## config.mk

```make
export PLATFORM = sky130hd
export DESIGN_NAME = fts_serializer
export DESIGN_NICKNAME = d
export VERILOG_FILES = /design/src/shared/fts_pkg.sv /design/src/rtl/fts_pair_buffer.sv /design/src/rtl/fts_serializer.sv
export SDC_FILE = /design/constraint.sdc
export NUM_CORES = 1
export LEC_CHECK = 0
export ABC_AREA = 1
export BUFFER_PORTS_ARGS = -buffer_cell sky130_fd_sc_hd__clkbuf_2
export CORE_MARGIN = 2
export CORE_UTILIZATION = 40
export CTS_CLUSTER_DIAMETER = 120
export DETAILED_ROUTE_END_ITERATION = 7
export GPL_TIMING_DRIVEN = 0
export PLACE_DENSITY_LB_ADDON = 0.08
export SETUP_SLACK_MARGIN = 0.05
export SLEW_MARGIN = 5
export SYNTH_ARGS = -nofsm -noshare
export SYNTH_HDL_FRONTEND = slang
export SYNTH_SLANG_ARGS = --single-unit
```

## constraint.sdc

```tcl
create_clock -name pclk -period 2 [get_ports pclk]
set_input_delay 0.3 -clock pclk [delete_from_list [all_inputs] [get_ports pclk]]
set_output_delay 0.3 -clock pclk [all_outputs]
set_load 0.02 [all_outputs]
```

## src/shared/fts_pkg.sv

```systemverilog
// Constants, types and the register map of the framed ten-bit serializer.
// Assumes a single bus clock; reference-clock counts are in reference periods.
`default_nettype none

package fts_pkg;

   localparam int WORD_W     = 10;
   localparam int FRAME_W    = 12;
   localparam int BURST_LEN  = 1024;
   localparam int QUAL_CYC   = 6;
   localparam int LOCK_CYC   = 2049;
   localparam int BIT_DIV    = 1;
   localparam int BURST_W    = 11;
   localparam int LOCK_W     = 12;
   localparam int BUF_DEPTH  = 2;

   // Six ones then six zeros, sent bit 0 first
   localparam logic [FRAME_W-1:0] SYNC_PAT = 12'h03F;

   localparam logic [7:0] CTRL_OFS = 8'h00;
   localparam logic [7:0] STAT_OFS = 8'h04;

   localparam int CTRL_SYNC_BIT = 0;
   localparam int ST_LOCK_BIT   = 0;
   localparam int ST_SYNC_BIT   = 1;
   localparam int ST_OE_BIT     = 2;
   localparam int ST_LVL_LSB    = 4;
   localparam int ST_BURST_LSB  = 16;

   localparam logic CTRL_RESET = 1'b0;

   typedef enum logic [2:0] {ST_DOWN, ST_LOCK, ST_DATA, ST_BURST, ST_HOLD} fts_state_e;

   typedef struct packed {
      logic ref_clk;
      logic edge_sel;
      logic sync_a;
      logic sync_b;
      logic en;
      logic pd_n;
   } fts_pins_s;

endpackage

`default_nettype wire

```

## src/rtl/fts_pair_buffer.sv

```systemverilog
// Small word FIFO with valid and ready on both sides.
// Assumes the filler holds data while in_ready is low.
`timescale 1ns/1ns
`default_nettype none

module fts_pair_buffer #(
   parameter int WIDTH = 10,
   parameter int DEPTH = 2
)(
   input  wire logic                       clk,
   input  wire logic                       rst_n,
   input  wire logic                       in_valid,
   output logic                            in_ready,
   input  wire logic [WIDTH-1:0]           in_data,
   output logic                            out_valid,
   input  wire logic                       out_ready,
   output logic [WIDTH-1:0]                out_data,
   output logic [$clog2(DEPTH+1)-1:0]      level
);

   localparam int PTR_W = (DEPTH > 1) ? $clog2(DEPTH) : 1;
   localparam int CNT_W = $clog2(DEPTH+1);

   logic [WIDTH-1:0] mem_q [DEPTH];
   logic [WIDTH-1:0] mem_d [DEPTH];
   logic [PTR_W-1:0] wr_q, wr_d, rd_q, rd_d;
   logic [CNT_W-1:0] cnt_q, cnt_d;
   logic             push, pop;

   assign in_ready  = cnt_q != CNT_W'(DEPTH);
   assign out_valid = cnt_q != '0;
   assign out_data  = mem_q[rd_q];
   assign level     = cnt_q;
   assign push      = in_valid && in_ready;
   assign pop       = out_valid && out_ready;

   always_comb
   begin
      mem_d = mem_q;
      wr_d  = wr_q;
      rd_d  = rd_q;
      cnt_d = cnt_q;
      if (push)
      begin
         mem_d[wr_q] = in_data;
         wr_d = (wr_q == PTR_W'(DEPTH-1)) ? '0 : wr_q + 1'b1;
      end
      if (pop)
         rd_d = (rd_q == PTR_W'(DEPTH-1)) ? '0 : rd_q + 1'b1;
      if (push && !pop)
         cnt_d = cnt_q + 1'b1;
      else if (pop && !push)
         cnt_d = cnt_q - 1'b1;
   end

   always_ff @(posedge clk or negedge rst_n)
   begin
      if (!rst_n)
      begin
         for (int i = 0; i < DEPTH; i++)
            mem_q[i] <= '0;
         wr_q  <= '0;
         rd_q  <= '0;
         cnt_q <= '0;
      end
      else
      begin
         mem_q <= mem_d;
         wr_q  <= wr_d;
         rd_q  <= rd_d;
         cnt_q <= cnt_d;
      end
   end

endmodule // fts_pair_buffer

`default_nettype wire

```

## src/rtl/fts_serializer.sv

```systemverilog
// Framed ten-bit serializer: pins sampled on pclk, APB control and status.
// Assumes the reference clock is slow enough for twelve bit slots per period.
// Notes on behaviour
// - Two sync request inputs are ORed.
// - Six reference cycles high start 1024 sync patterns.
// - Request still high after burst keeps sync going.
// - Started burst ignores request toggling until done.
// - Selected strobe edge captures ten-bit word.
// - Edge select high rising, low falling.
// - Reference clock paces lock and strobes data.
// - Output enable low puts output high impedance.
// - Power-down low forces high impedance.
// - Sync pattern is six ones, six zeros.
// - Data frame: start one, word, stop zero.
// - High impedance until lock, 2049 reference cycles.
// - Sync mode discards parallel data.
//
// The address map and the APB slave port were left to the implementer.
`timescale 1ns/1ns
`default_nettype none

module fts_serializer
   import fts_pkg::*;
#(
   parameter int BIT_DIV_P = BIT_DIV
)(
   input  wire logic              pclk,
   input  wire logic              presetn,
   input  wire logic              psel,
   input  wire logic              penable,
   input  wire logic              pwrite,
   input  wire logic [7:0]        paddr,
   input  wire logic [31:0]       pwdata,
   output logic [31:0]            prdata,
   output logic                   pready,
   output logic                   pslverr,
   input  wire logic              reference_clock_in,
   input  wire logic              strobe_edge_select,
   input  wire logic [WORD_W-1:0] parallel_word_in,
   input  wire logic              sync_req_a,
   input  wire logic              sync_req_b,
   input  wire logic              out_enable,
   input  wire logic              power_down_n,
   output logic                   serial_out_p,
   output logic                   serial_out_n,
   output logic                   serial_out_oe
);

   fts_pins_s         pin_s1_q, pin_s2_q, pin_s3_q, pin_s1_d, pin_s2_d, pin_s3_d;
   logic [WORD_W-1:0] word_s1_q, word_s2_q, word_s3_q, word_s1_d, word_s2_d, word_s3_d;

   fts_state_e        state_q, state_d;
   logic [LOCK_W-1:0] lock_cnt_q, lock_cnt_d;
   logic [2:0]        qual_cnt_q, qual_cnt_d;
   logic [BURST_W-1:0] burst_cnt_q, burst_cnt_d;
   logic              sync_pend_q, sync_pend_d;
   logic [WORD_W-1:0] hold_q, hold_d;
   logic              hold_v_q, hold_v_d;
   logic [FRAME_W-1:0] sh_q, sh_d;
   logic [3:0]        bits_q, bits_d;
   logic [7:0]        div_q, div_d;
   logic              out_p_q, out_p_d, out_n_q, out_n_d, oe_q, oe_d;
   logic              ctrl_sync_q, ctrl_sync_d;
   logic [31:0]       prdata_q, prdata_d, stat_w;
   logic              pready_q, pready_d, pslverr_q, pslverr_d;

   logic              ref_rise, ref_fall, strobe, req, sync_mode, bit_en, slot_free;
   logic              load_sync, load_data, buf_pop, buf_in_rdy, buf_v, setup, wr_ctrl;
   logic [WORD_W-1:0] buf_word;
   logic [1:0]        buf_lvl;

   assign prdata        = prdata_q;
   assign pready        = pready_q;
   assign pslverr       = pslverr_q;
   assign serial_out_p  = out_p_q;
   assign serial_out_n  = out_n_q;
   assign serial_out_oe = oe_q;

   // Edges only from the synchronized second and third stages
   assign ref_rise  = pin_s2_q.ref_clk && !pin_s3_q.ref_clk;
   assign ref_fall  = !pin_s2_q.ref_clk && pin_s3_q.ref_clk;
   assign strobe    = pin_s3_q.edge_sel ? ref_rise : ref_fall;
   assign req       = pin_s3_q.sync_a || pin_s3_q.sync_b || ctrl_sync_q;
   assign sync_mode = (state_q == ST_BURST) || (state_q == ST_HOLD);
   assign bit_en    = div_q == '0;
   assign slot_free = bit_en && (bits_q == '0);
   assign load_sync = slot_free && sync_mode && sync_pend_q;
   assign load_data = slot_free && (state_q == ST_DATA) && buf_v;
   // Words queued before a sync burst are flushed, not sent
   assign buf_pop   = load_data || (sync_mode && buf_v);
   assign setup     = psel && !penable;
   assign wr_ctrl   = psel && penable && pready_q && pwrite && (paddr == CTRL_OFS);

   fts_pair_buffer #(
      .WIDTH (WORD_W),
      .DEPTH (BUF_DEPTH)
   ) u_buf (
      .clk       (pclk),
      .rst_n     (presetn),
      .in_valid  (hold_v_q),
      .in_ready  (buf_in_rdy),
      .in_data   (hold_q),
      .out_valid (buf_v),
      .out_ready (buf_pop),
      .out_data  (buf_word),
      .level     (buf_lvl)
   );

   always_comb
   begin
      pin_s1_d  = {reference_clock_in, strobe_edge_select, sync_req_a, sync_req_b,
                   out_enable, power_down_n};
      pin_s2_d  = pin_s1_q;
      pin_s3_d  = pin_s2_q;
      word_s1_d = parallel_word_in;
      word_s2_d = word_s1_q;
      word_s3_d = word_s2_q;
   end

   always_comb
   begin
      state_d     = state_q;
      lock_cnt_d  = lock_cnt_q;
      qual_cnt_d  = qual_cnt_q;
      burst_cnt_d = burst_cnt_q;
      hold_d      = hold_q;
      hold_v_d    = hold_v_q;
      sh_d        = sh_q;
      bits_d      = bits_q;
      out_p_d     = out_p_q;
      div_d       = bit_en ? 8'(BIT_DIV_P - 1) : div_q - 1'b1;
      sync_pend_d = ref_rise ? 1'b1 : ((load_sync || !sync_mode) ? 1'b0 : sync_pend_q);

      unique case (state_q)
         ST_DOWN:
         begin
            lock_cnt_d = '0;
            state_d    = ST_LOCK;
         end
         ST_LOCK:
            if (ref_rise)
            begin
               if (lock_cnt_q == LOCK_W'(LOCK_CYC - 1))
                  state_d = ST_DATA;
               else
                  lock_cnt_d = lock_cnt_q + 1'b1;
            end
         ST_DATA:
            if (!req)
               qual_cnt_d = '0;
            else if (ref_rise)
            begin
               if (qual_cnt_q == 3'(QUAL_CYC - 1))
               begin
                  state_d     = ST_BURST;
                  qual_cnt_d  = '0;
                  burst_cnt_d = '0;
               end
               else
                  qual_cnt_d = qual_cnt_q + 1'b1;
            end
         ST_BURST:
            // Request level is not looked at until the last pattern
            if (load_sync)
            begin
               if (burst_cnt_q == BURST_W'(BURST_LEN - 1))
                  state_d = req ? ST_HOLD : ST_DATA;
               else
                  burst_cnt_d = burst_cnt_q + 1'b1;
            end
         ST_HOLD:
            if (!req)
               state_d = ST_DATA;
      endcase

      // Latest strobe wins; an unpushed older word is overwritten
      if (strobe && state_q == ST_DATA)
      begin
         hold_d   = word_s3_q;
         hold_v_d = 1'b1;
      end
      else if (hold_v_q && (buf_in_rdy || state_q != ST_DATA))
         hold_v_d = 1'b0;

      if (bit_en && bits_q != '0)
      begin
         out_p_d = sh_q[0];
         sh_d    = sh_q >> 1;
         bits_d  = bits_q - 1'b1;
      end
      else if (load_sync)
      begin
         out_p_d = SYNC_PAT[0];
         sh_d    = SYNC_PAT >> 1;
         bits_d  = 4'(FRAME_W - 1);
      end
      else if (load_data)
      begin
         out_p_d = 1'b1;
         sh_d    = {1'b0, 1'b0, buf_word};
         bits_d  = 4'(FRAME_W - 1);
      end

      if (!pin_s3_q.pd_n)
      begin
         state_d  = ST_DOWN;
         bits_d   = '0;
         hold_v_d = 1'b0;
      end

      out_n_d = !out_p_d;
      // Enable path never touches frame timing, only the driver
      oe_d    = pin_s3_q.en && pin_s3_q.pd_n && (state_q != ST_DOWN)
                && (state_q != ST_LOCK);
   end

   always_comb
   begin
      stat_w                             = '0;
      stat_w[ST_LOCK_BIT]                = (state_q != ST_DOWN) && (state_q != ST_LOCK);
      stat_w[ST_SYNC_BIT]                = sync_mode;
      stat_w[ST_OE_BIT]                  = oe_q;
      stat_w[ST_LVL_LSB +: 2]            = buf_lvl;
      stat_w[ST_BURST_LSB +: BURST_W]    = burst_cnt_q;
      ctrl_sync_d = wr_ctrl ? pwdata[CTRL_SYNC_BIT] : ctrl_sync_q;
      pready_d    = setup;
      pslverr_d   = setup && (paddr != CTRL_OFS) && (paddr != STAT_OFS);
      prdata_d    = '0;
      if (setup && !pwrite && paddr == CTRL_OFS)
         prdata_d[CTRL_SYNC_BIT] = ctrl_sync_q;
      else if (setup && !pwrite && paddr == STAT_OFS)
         prdata_d = stat_w;
   end

   always_ff @(posedge pclk or negedge presetn)
   begin
      if (!presetn)
      begin
         pin_s1_q <= '0;
         pin_s2_q <= '0;
         pin_s3_q <= '0;
         word_s1_q <= '0;
         word_s2_q <= '0;
         word_s3_q <= '0;
      end
      else
      begin
         pin_s1_q <= pin_s1_d;
         pin_s2_q <= pin_s2_d;
         pin_s3_q <= pin_s3_d;
         word_s1_q <= word_s1_d;
         word_s2_q <= word_s2_d;
         word_s3_q <= word_s3_d;
      end
   end

   always_ff @(posedge pclk or negedge presetn)
   begin
      if (!presetn)
      begin
         state_q     <= ST_DOWN;
         lock_cnt_q  <= '0;
         qual_cnt_q  <= '0;
         burst_cnt_q <= '0;
         sync_pend_q <= 1'b0;
         hold_q      <= '0;
         hold_v_q    <= 1'b0;
         sh_q        <= '0;
         bits_q      <= '0;
         div_q       <= '0;
         out_p_q     <= 1'b0;
         out_n_q     <= 1'b1;
         oe_q        <= 1'b0;
         ctrl_sync_q <= CTRL_RESET;
         prdata_q    <= '0;
         pready_q    <= 1'b0;
         pslverr_q   <= 1'b0;
      end
      else
      begin
         state_q     <= state_d;
         lock_cnt_q  <= lock_cnt_d;
         qual_cnt_q  <= qual_cnt_d;
         burst_cnt_q <= burst_cnt_d;
         sync_pend_q <= sync_pend_d;
         hold_q      <= hold_d;
         hold_v_q    <= hold_v_d;
         sh_q        <= sh_d;
         bits_q      <= bits_d;
         div_q       <= div_d;
         out_p_q     <= out_p_d;
         out_n_q     <= out_n_d;
         oe_q        <= oe_d;
         ctrl_sync_q <= ctrl_sync_d;
         prdata_q    <= prdata_d;
         pready_q    <= pready_d;
         pslverr_q   <= pslverr_d;
      end
   end
endmodule // fts_serializer

`default_nettype wire

```

# ---- Yosys cells after proc, flatten, opt, wreduce, memory -nomap -nowiden
# Cells that the tools add are included.
dict set report totals {
  input_bits 61
  output_inout_bits 37
  wordCells 201
  register_bits 175
}
dict set report classes {
  bitwise_logic 2
  eq_ne 30
  muxes 53
  reduce_logical 61
  magnitude_cmp 3
  add_sub_neg 9
}
# op n
set ops {}
lappend ops {{two-way mux 12 bit} 5}
lappend ops {{two-way mux 11 bit} 5}
lappend ops {{two-way mux 10 bit} 4}
lappend ops {{two-way mux 3 bit} 13}
lappend ops {{logical AND 1 bit} 30}
lappend ops {{two-way mux 27 bit} 1}
lappend ops {{two-way mux 26 bit} 1}
lappend ops {{case mux 12 bit (2 select lines)} 1}
lappend ops {{case mux 11 bit (2 select lines)} 1}
lappend ops {{bitwise mux 20 bit} 1}
lappend ops {{inequality test 3 bit (second input constant)} 6}
lappend ops {{zero test 8 bit} 2}
lappend ops {{two-way mux 4 bit} 4}
lappend ops {{inequality test 2 bit (second input constant)} 8}
lappend ops {{case mux 3 bit (5 select lines)} 1}
lappend ops {{adder 12 x 1 -> 12 bit (second input constant)} 1}
lappend ops {{== test 12 bit (second input constant)} 1}
lappend ops {{two-way mux 1 bit} 12}
lappend ops {{adder 11 x 1 -> 11 bit (second input constant)} 1}
lappend ops {{== test 11 x 10 -> 1 bit (second input constant)} 1}
lappend ops {{demux 10 bit (select 1 bit)} 1}
lappend ops {{nonzero test 2 bit} 5}
lappend ops {{inequality test 3 x 2 -> 1 bit (second input constant)} 3}
lappend ops {{== test 8 x 3 -> 1 bit (second input constant)} 1}
lappend ops {{29 further kinds} 49}

# ---- Depth between registers and ports, before layout
dict set report logic_depth {
  word_depth 9
  depth_mapped 13
  depth_no_buf 13
}

# ---- Modules after synthesis
# A second synthesis with hierarchy kept.
dict set report unflattened {
  cells_unflattened 797
  hier_area_um2 7046.8
}
# module cells_each area_per_inst_um2 seq_area_each_um2 n_inst
set modules_own_cells {}
lappend modules_own_cells {fts_serializer 648 5828.1 3329.4 1}
lappend modules_own_cells {fts_pair_buffer 149 1218.7 600.6 1}

# ---- Worst setup path after synthesis
# OpenSTA, ideal clock, no wires.
dict set report synth_path {
  path_kind {flip-flop to flip-flop}
  from {reg div_q[0]}
  to {reg u_buf.cnt_q[1], in the netlist u_buf.level[1]}
  path_buffers 0
  t_arrival_ns 1.959
  path_stages_with_launch 14
  synth_period_minus_slack_ns 2.089
  setup_slack_ns -0.089
  setup_time_ns 0.131
  t_required_ns 1.869
  cell_sequence {dfrtp_1 > inv_1 > ha_1 > nand2_1 > nor2_8 > nand2_4 > clkinv_1 > nand3_4 > nand2_1 > inv_1 > ha_1 > a21oi_1 > o21ai_0 > xor2_1}
}
dict set report synth_via {
  elab_chain_cells 9
  elab_cells_between_ends 11
  cone_classes {1 x mux; 10 x reduce/logical}
}
# element line
set synth_rtl {}
lappend synth_rtl {{start: declaration} fts_serializer.sv:61} ;# logic [7:0] div_q, div_d;
lappend synth_rtl {{start signal: assignment} fts_serializer.sv:290} ;# div_q <= div_d;
lappend synth_rtl {{zero test 8 bit (*)} fts_serializer.sv:85} ;# assign bit_en = div_q == '0;
lappend synth_rtl {{logical AND 1 bit (*)} fts_serializer.sv:86} ;# assign slot_free = bit_en && (bits_q == '0);
lappend synth_rtl {{logical AND 1 bit (*) (2 in a row)} fts_serializer.sv:88} ;# assign load_data = slot_free && (state_q == ST_DATA) && buf_v;
lappend synth_rtl {{logical OR 1 bit (*)} fts_serializer.sv:90} ;# assign buf_pop = load_data || (sync_mode && buf_v);
lappend synth_rtl {{logical AND 1 bit (*)} fts_pair_buffer.sv:35} ;# assign pop = out_valid && out_ready;
lappend synth_rtl {{zero test 1 bit} fts_pair_buffer.sv:50} ;# if (push && !pop)
lappend synth_rtl {{logical AND 1 bit} fts_pair_buffer.sv:50}
lappend synth_rtl {{two-way mux 2 bit / nonzero test 2 bit (equally long branches)} n/a}
lappend synth_rtl {{end signal: assignment} fts_pair_buffer.sv:71} ;# cnt_q <= cnt_d;
lappend synth_rtl {{end: declaration} fts_pair_buffer.sv:27} ;# logic [CNT_W-1:0] cnt_q, cnt_d;
# Mark *: on every way between the ends. The rest lies on a longest branch, timed or not.
# A chain may end at the register's enable or synchronous reset.

# ---- Final worst setup path
dict set report layout_path {
  from {reg div_q[3]}
  to {reg u_buf.cnt_q[1], in the netlist u_buf.level[1]}
}
# The elaborated chain is that of the path after synthesis.

==> impl_metrics.env <==
export IMPL_intPower_w=0.00624
export IMPL_dieArea_sq_um=17700
export IMPL_cts_root_buf="clkbuf_16"
export IMPL_ir_worst_vdd_mv=0.693
export IMPL_clock_latency_ps=420
export IMPL_start_util=0.405
export IMPL_slew_violations=0
export IMPL_arrival_ps=2130
export IMPL_clkTransAtPathRegs_ps=70
export IMPL_antenna_found_initial=0
export IMPL_antennaDiodeCount=0
export IMPL_clock_power_share=0.327
export IMPL_worstSetupEndpointType="register"
export IMPL_maxCapViolCount=0
export IMPL_ys_seq_area_frac=0.589
export IMPL_synth_compound_area_frac=0.0638
export IMPL_fin_skew_ps=8.94
export IMPL_final_net_count=904
export IMPL_synth_top_area_share=0.585
export IMPL_grt_pass1_wl_mm=22.4
export IMPL_ys_top_cells_by_area="dfrtp_1 (59%), nand2_1 (10%), inv_1 (4.0%)"
export IMPL_area_delta_synth_final_pct=22.2
export IMPL_cts_buffer_depth=2
export IMPL_ys_ff_latch=157
export IMPL_switching_share=0.342
export IMPL_fin_crit_sh=0.916
export IMPL_r2r_slack_ps=170
export IMPL_drt_wl_total_mm=13.0
export IMPL_synthesis_area_sq_um=6670
export IMPL_crit_end="u_buf.level[1]"
export IMPL_status="complete, no violations"
export IMPL_dr_wl_met2_mm=5.97
export IMPL_synth_cell_types=39
export IMPL_async_reset_ff_frac=1.00
export IMPL_finalSetupViolCount=0
export IMPL_fmax_mhz=546
export IMPL_power_frac_comb=0.254
export IMPL_synth_edf_count=0
export IMPL_p_switching_w=0.00325
export IMPL_vias_per_cell=4.70
export IMPL_firstDrtPassIters=5
export IMPL_grt_max_degree=84
export IMPL_core_region_area_sq_um=16500
export IMPL_r2r_end="u_buf.level[1]"
export IMPL_min_path_type="in -> reg"
export IMPL_gp_congestion=0.836
export IMPL_wire_per_inst_um=12.2
export IMPL_cts_sinks=157
export IMPL_synth_xor_area_frac=0.0144
export IMPL_hold_violations=0
export IMPL_numCtsBuffers=17
export IMPL_die_w_um=133
export IMPL_wl_met1_mm=6.23
export IMPL_min_period_ps=1830
export IMPL_htree_levels=4
export IMPL_synth_warnings=0
export IMPL_top_layer="met4"
export IMPL_synth_fa_ha_area_frac=0.0150
export IMPL_holdWs_ps=57.7
export IMPL_slew_headroom=0.570
export IMPL_p_per_area_nw_per_um2=1160
export IMPL_avgSynthCellArea_sq_um=9.20
export IMPL_io_buffers=50
export IMPL_synth_mux_area_frac=0.00750
export IMPL_synthCells=725
export IMPL_grt_pass1_vias=4676
export IMPL_ys_flop_type="dfrtp_1"
export IMPL_synth_top_area_cell="dfrtp_1"
export IMPL_post_dp_hpwl_mm=8.92
export IMPL_path_max_fanout=3
export IMPL_boundaryPins=98
export IMPL_crit_required_ps=2300
export IMPL_worstSetupStartpoint="div_q[3]"
export IMPL_row_count=47
export IMPL_worst_r2r_cell_count=12
export IMPL_path_class="reg -> reg"
export IMPL_leakagePower_nw=4.06
export IMPL_grt_overflow=0
export IMPL_worst_pin_slew_ps=646
export IMPL_drc=0
export IMPL_seqPwrFrac=0.418
export IMPL_wl_met3_um=595
export IMPL_final_layout_size_suffix_gt1_frac=0.181
export IMPL_postRouteAntennaNets=0
export IMPL_rr_startpoint="div_q[3]"
export IMPL_dr_total_vias=5018
export IMPL_rsz0062_at_grt="no"
export IMPL_die_y_um=133
export IMPL_startpoint_type="register"
export IMPL_synth_top_family_by_area="simple AND/OR/NAND/NOR gates"
export IMPL_track_usage=0.157
export IMPL_cts_tree="yes"
export IMPL_final_core_util=0.495
export IMPL_drt_iter0_drc=312
export IMPL_synthSimpleGateAreaFrac=0.237
## cell usage after synthesis, types with 2 or more instances
| library cell | n |
|---|---|
| a21oi_1 | 25 |
| buf_2 | 3 |
| buf_4 | 16 |
| buf_6 | 2 |
| clkbuf_1 | 11 |
| dfrtp_1 | 156 |
| ha_1 | 8 |
| inv_1 | 71 |
| inv_2 | 3 |
| mux2i_1 | 5 |
| nand2_1 | 178 |
| nand2_2 | 6 |
| nand2_4 | 2 |
| nand3_1 | 52 |
| nand4_1 | 15 |
| nor2_1 | 69 |
| nor2_2 | 2 |
| nor2_8 | 3 |
| nor3_1 | 10 |
| nor3b_1 | 2 |
| o21ai_0 | 48 |
| o21ai_1 | 2 |
| o21bai_1 | 2 |
| o22ai_1 | 2 |
| or2_2 | 9 |
| xnor2_1 | 2 |
| xor2_1 | 9 |
## power by group through the flow
stage | combinational, W | clock (W) | sequential [W]
2_1_floorplan | 0.00168 | 0 | 0.00399
3_3_place_gp | 0.00222 | 0 | 0.00401
3_5_place_dp | 0.00228 | 0 | 0.00402
4_1_cts | 0.00236 | 0.00319 | 0.00397
5_1_grt | 0.00278 | 0.00335 | 0.00403
6_report | 0.00241 | 0.00311 | 0.00397
## per-stage QoR
| step | area (sq um) | total power (W) | cells | TNS [ps] | worst slack, ps |
|---|---|---|---|---|---|
| floorplan | 6740 | 0.00567 | 740 | 0 | 52.8 |
| global placement | 7260 | 0.00622 | 1010 | -327610 | -2100 |
| detailed placement | 7300 | 0.00630 | 1011 | -124 | -124 |
| CTS | 8090 | 0.00952 | 1063 | 0 | 54.2 |
| global route | 8160 | 0.0102 | 1067 | 0 | 52.5 |
| finish | 8160 | 0.00949 | 1067 | 0 | 169 |
## timing repair
item / CTS / global route
endpoints found under the hold margin: 90 / 0
buffers inserted: 4 / 4
hold buffers: 17 / 0
pin swaps: 3 / 6
setup endpoints to repair: 1 / 25
resized for setup: 5 / 12
## area by class of cell
type,count,area (sq um)
buffer,33,205
clock inverter,14,150
multi-input combinational,475,2370
clock buffer,17,425
inverter,75,283
fill,1558,8310
timing repair buffer,76,517
tap,220,275
sequential,157,3930
## layout by cell type, fill, tap and decap left out, types with 6 or more instances in the layout
cell type      netlist  final
a21oi_1             25     24
buf_4               16     24
clkbuf_1            11      9
clkbuf_16            0     17
clkbuf_2             0     51
conb_1               1     16
dfrtp_1            156    155
dlygate4sd3_1        0     17
ha_1                 8      6
inv_1               71     66
inv_2                3      8
inv_6                0      6
nand2_1            178    176
nand3_1             52     52
nand4_1             15     15
nor2_1              69     69
nor3_1              10     10
o21ai_0             48     47
or2_2                9      9
xor2_1               9      9
## state kept, by name, summed over array words and instances, names as in the netlist, 8 cells and up
name / count
u_buf.mem_q: 20
lock_cnt_q: 12
burst_cnt_q: 11
word_s3_q: 10
word_s2_q: 10
div_q: 8
hold_q: 10
sh_q: 10
word_s1_q: 10
prdata: 16
## layer usage
| layer | GRT usage | up-vias |
|---|---|---|
| li1 | - | 2507 |
| met1 | 0.222 | 2375 |
| met2 | 0.238 | 116 |
| met3 | 0.0407 | 20 |
| met4 | 0.0508 | 0 |
| met5 | 0 | - |
## cells by family after synthesis
kind of cell               after synthesis
AOI/OAI and AO/OA                       82
xor gates and xnor gates                11
adders and majority gates                8
buffers and inverters                  108
DFF                                    157
muxes                                    5
other                                    1
and+or+nand+nor                        353
## worst min-delay path by stage
| stage | startpoint | endpoint | slack (ps) | cells past startpoint |
|---|---|---|---|---|
| finish | penable | pready | 60 | 2 |
| global route | penable | pready | 60 | 2 |
| CTS | penable | pready | 50 | 2 |
| detailed placement | pin_s2_q[0] | pin_s3_q[0] | 330 | 0 |
| global placement | word_s2_q[4] | word_s3_q[4] | 330 | 0 |
| floorplan | presetn | bits_q[0] | 4 | 0 |
## worst max-delay path, cell delays in order, from the launching register on
cell	delay [ps]
dfrtp_1	410
nor2_2	170
nand2_2	130
nor2_8	150
nand2_4	60
clkinv_2	60
nand3_4	70
nand2_4	70
inv_2	40
ha_4	230
a21oi_2	90
o21ai_1	80
xor2_1	150
Power figures use the tool's default switching activity.
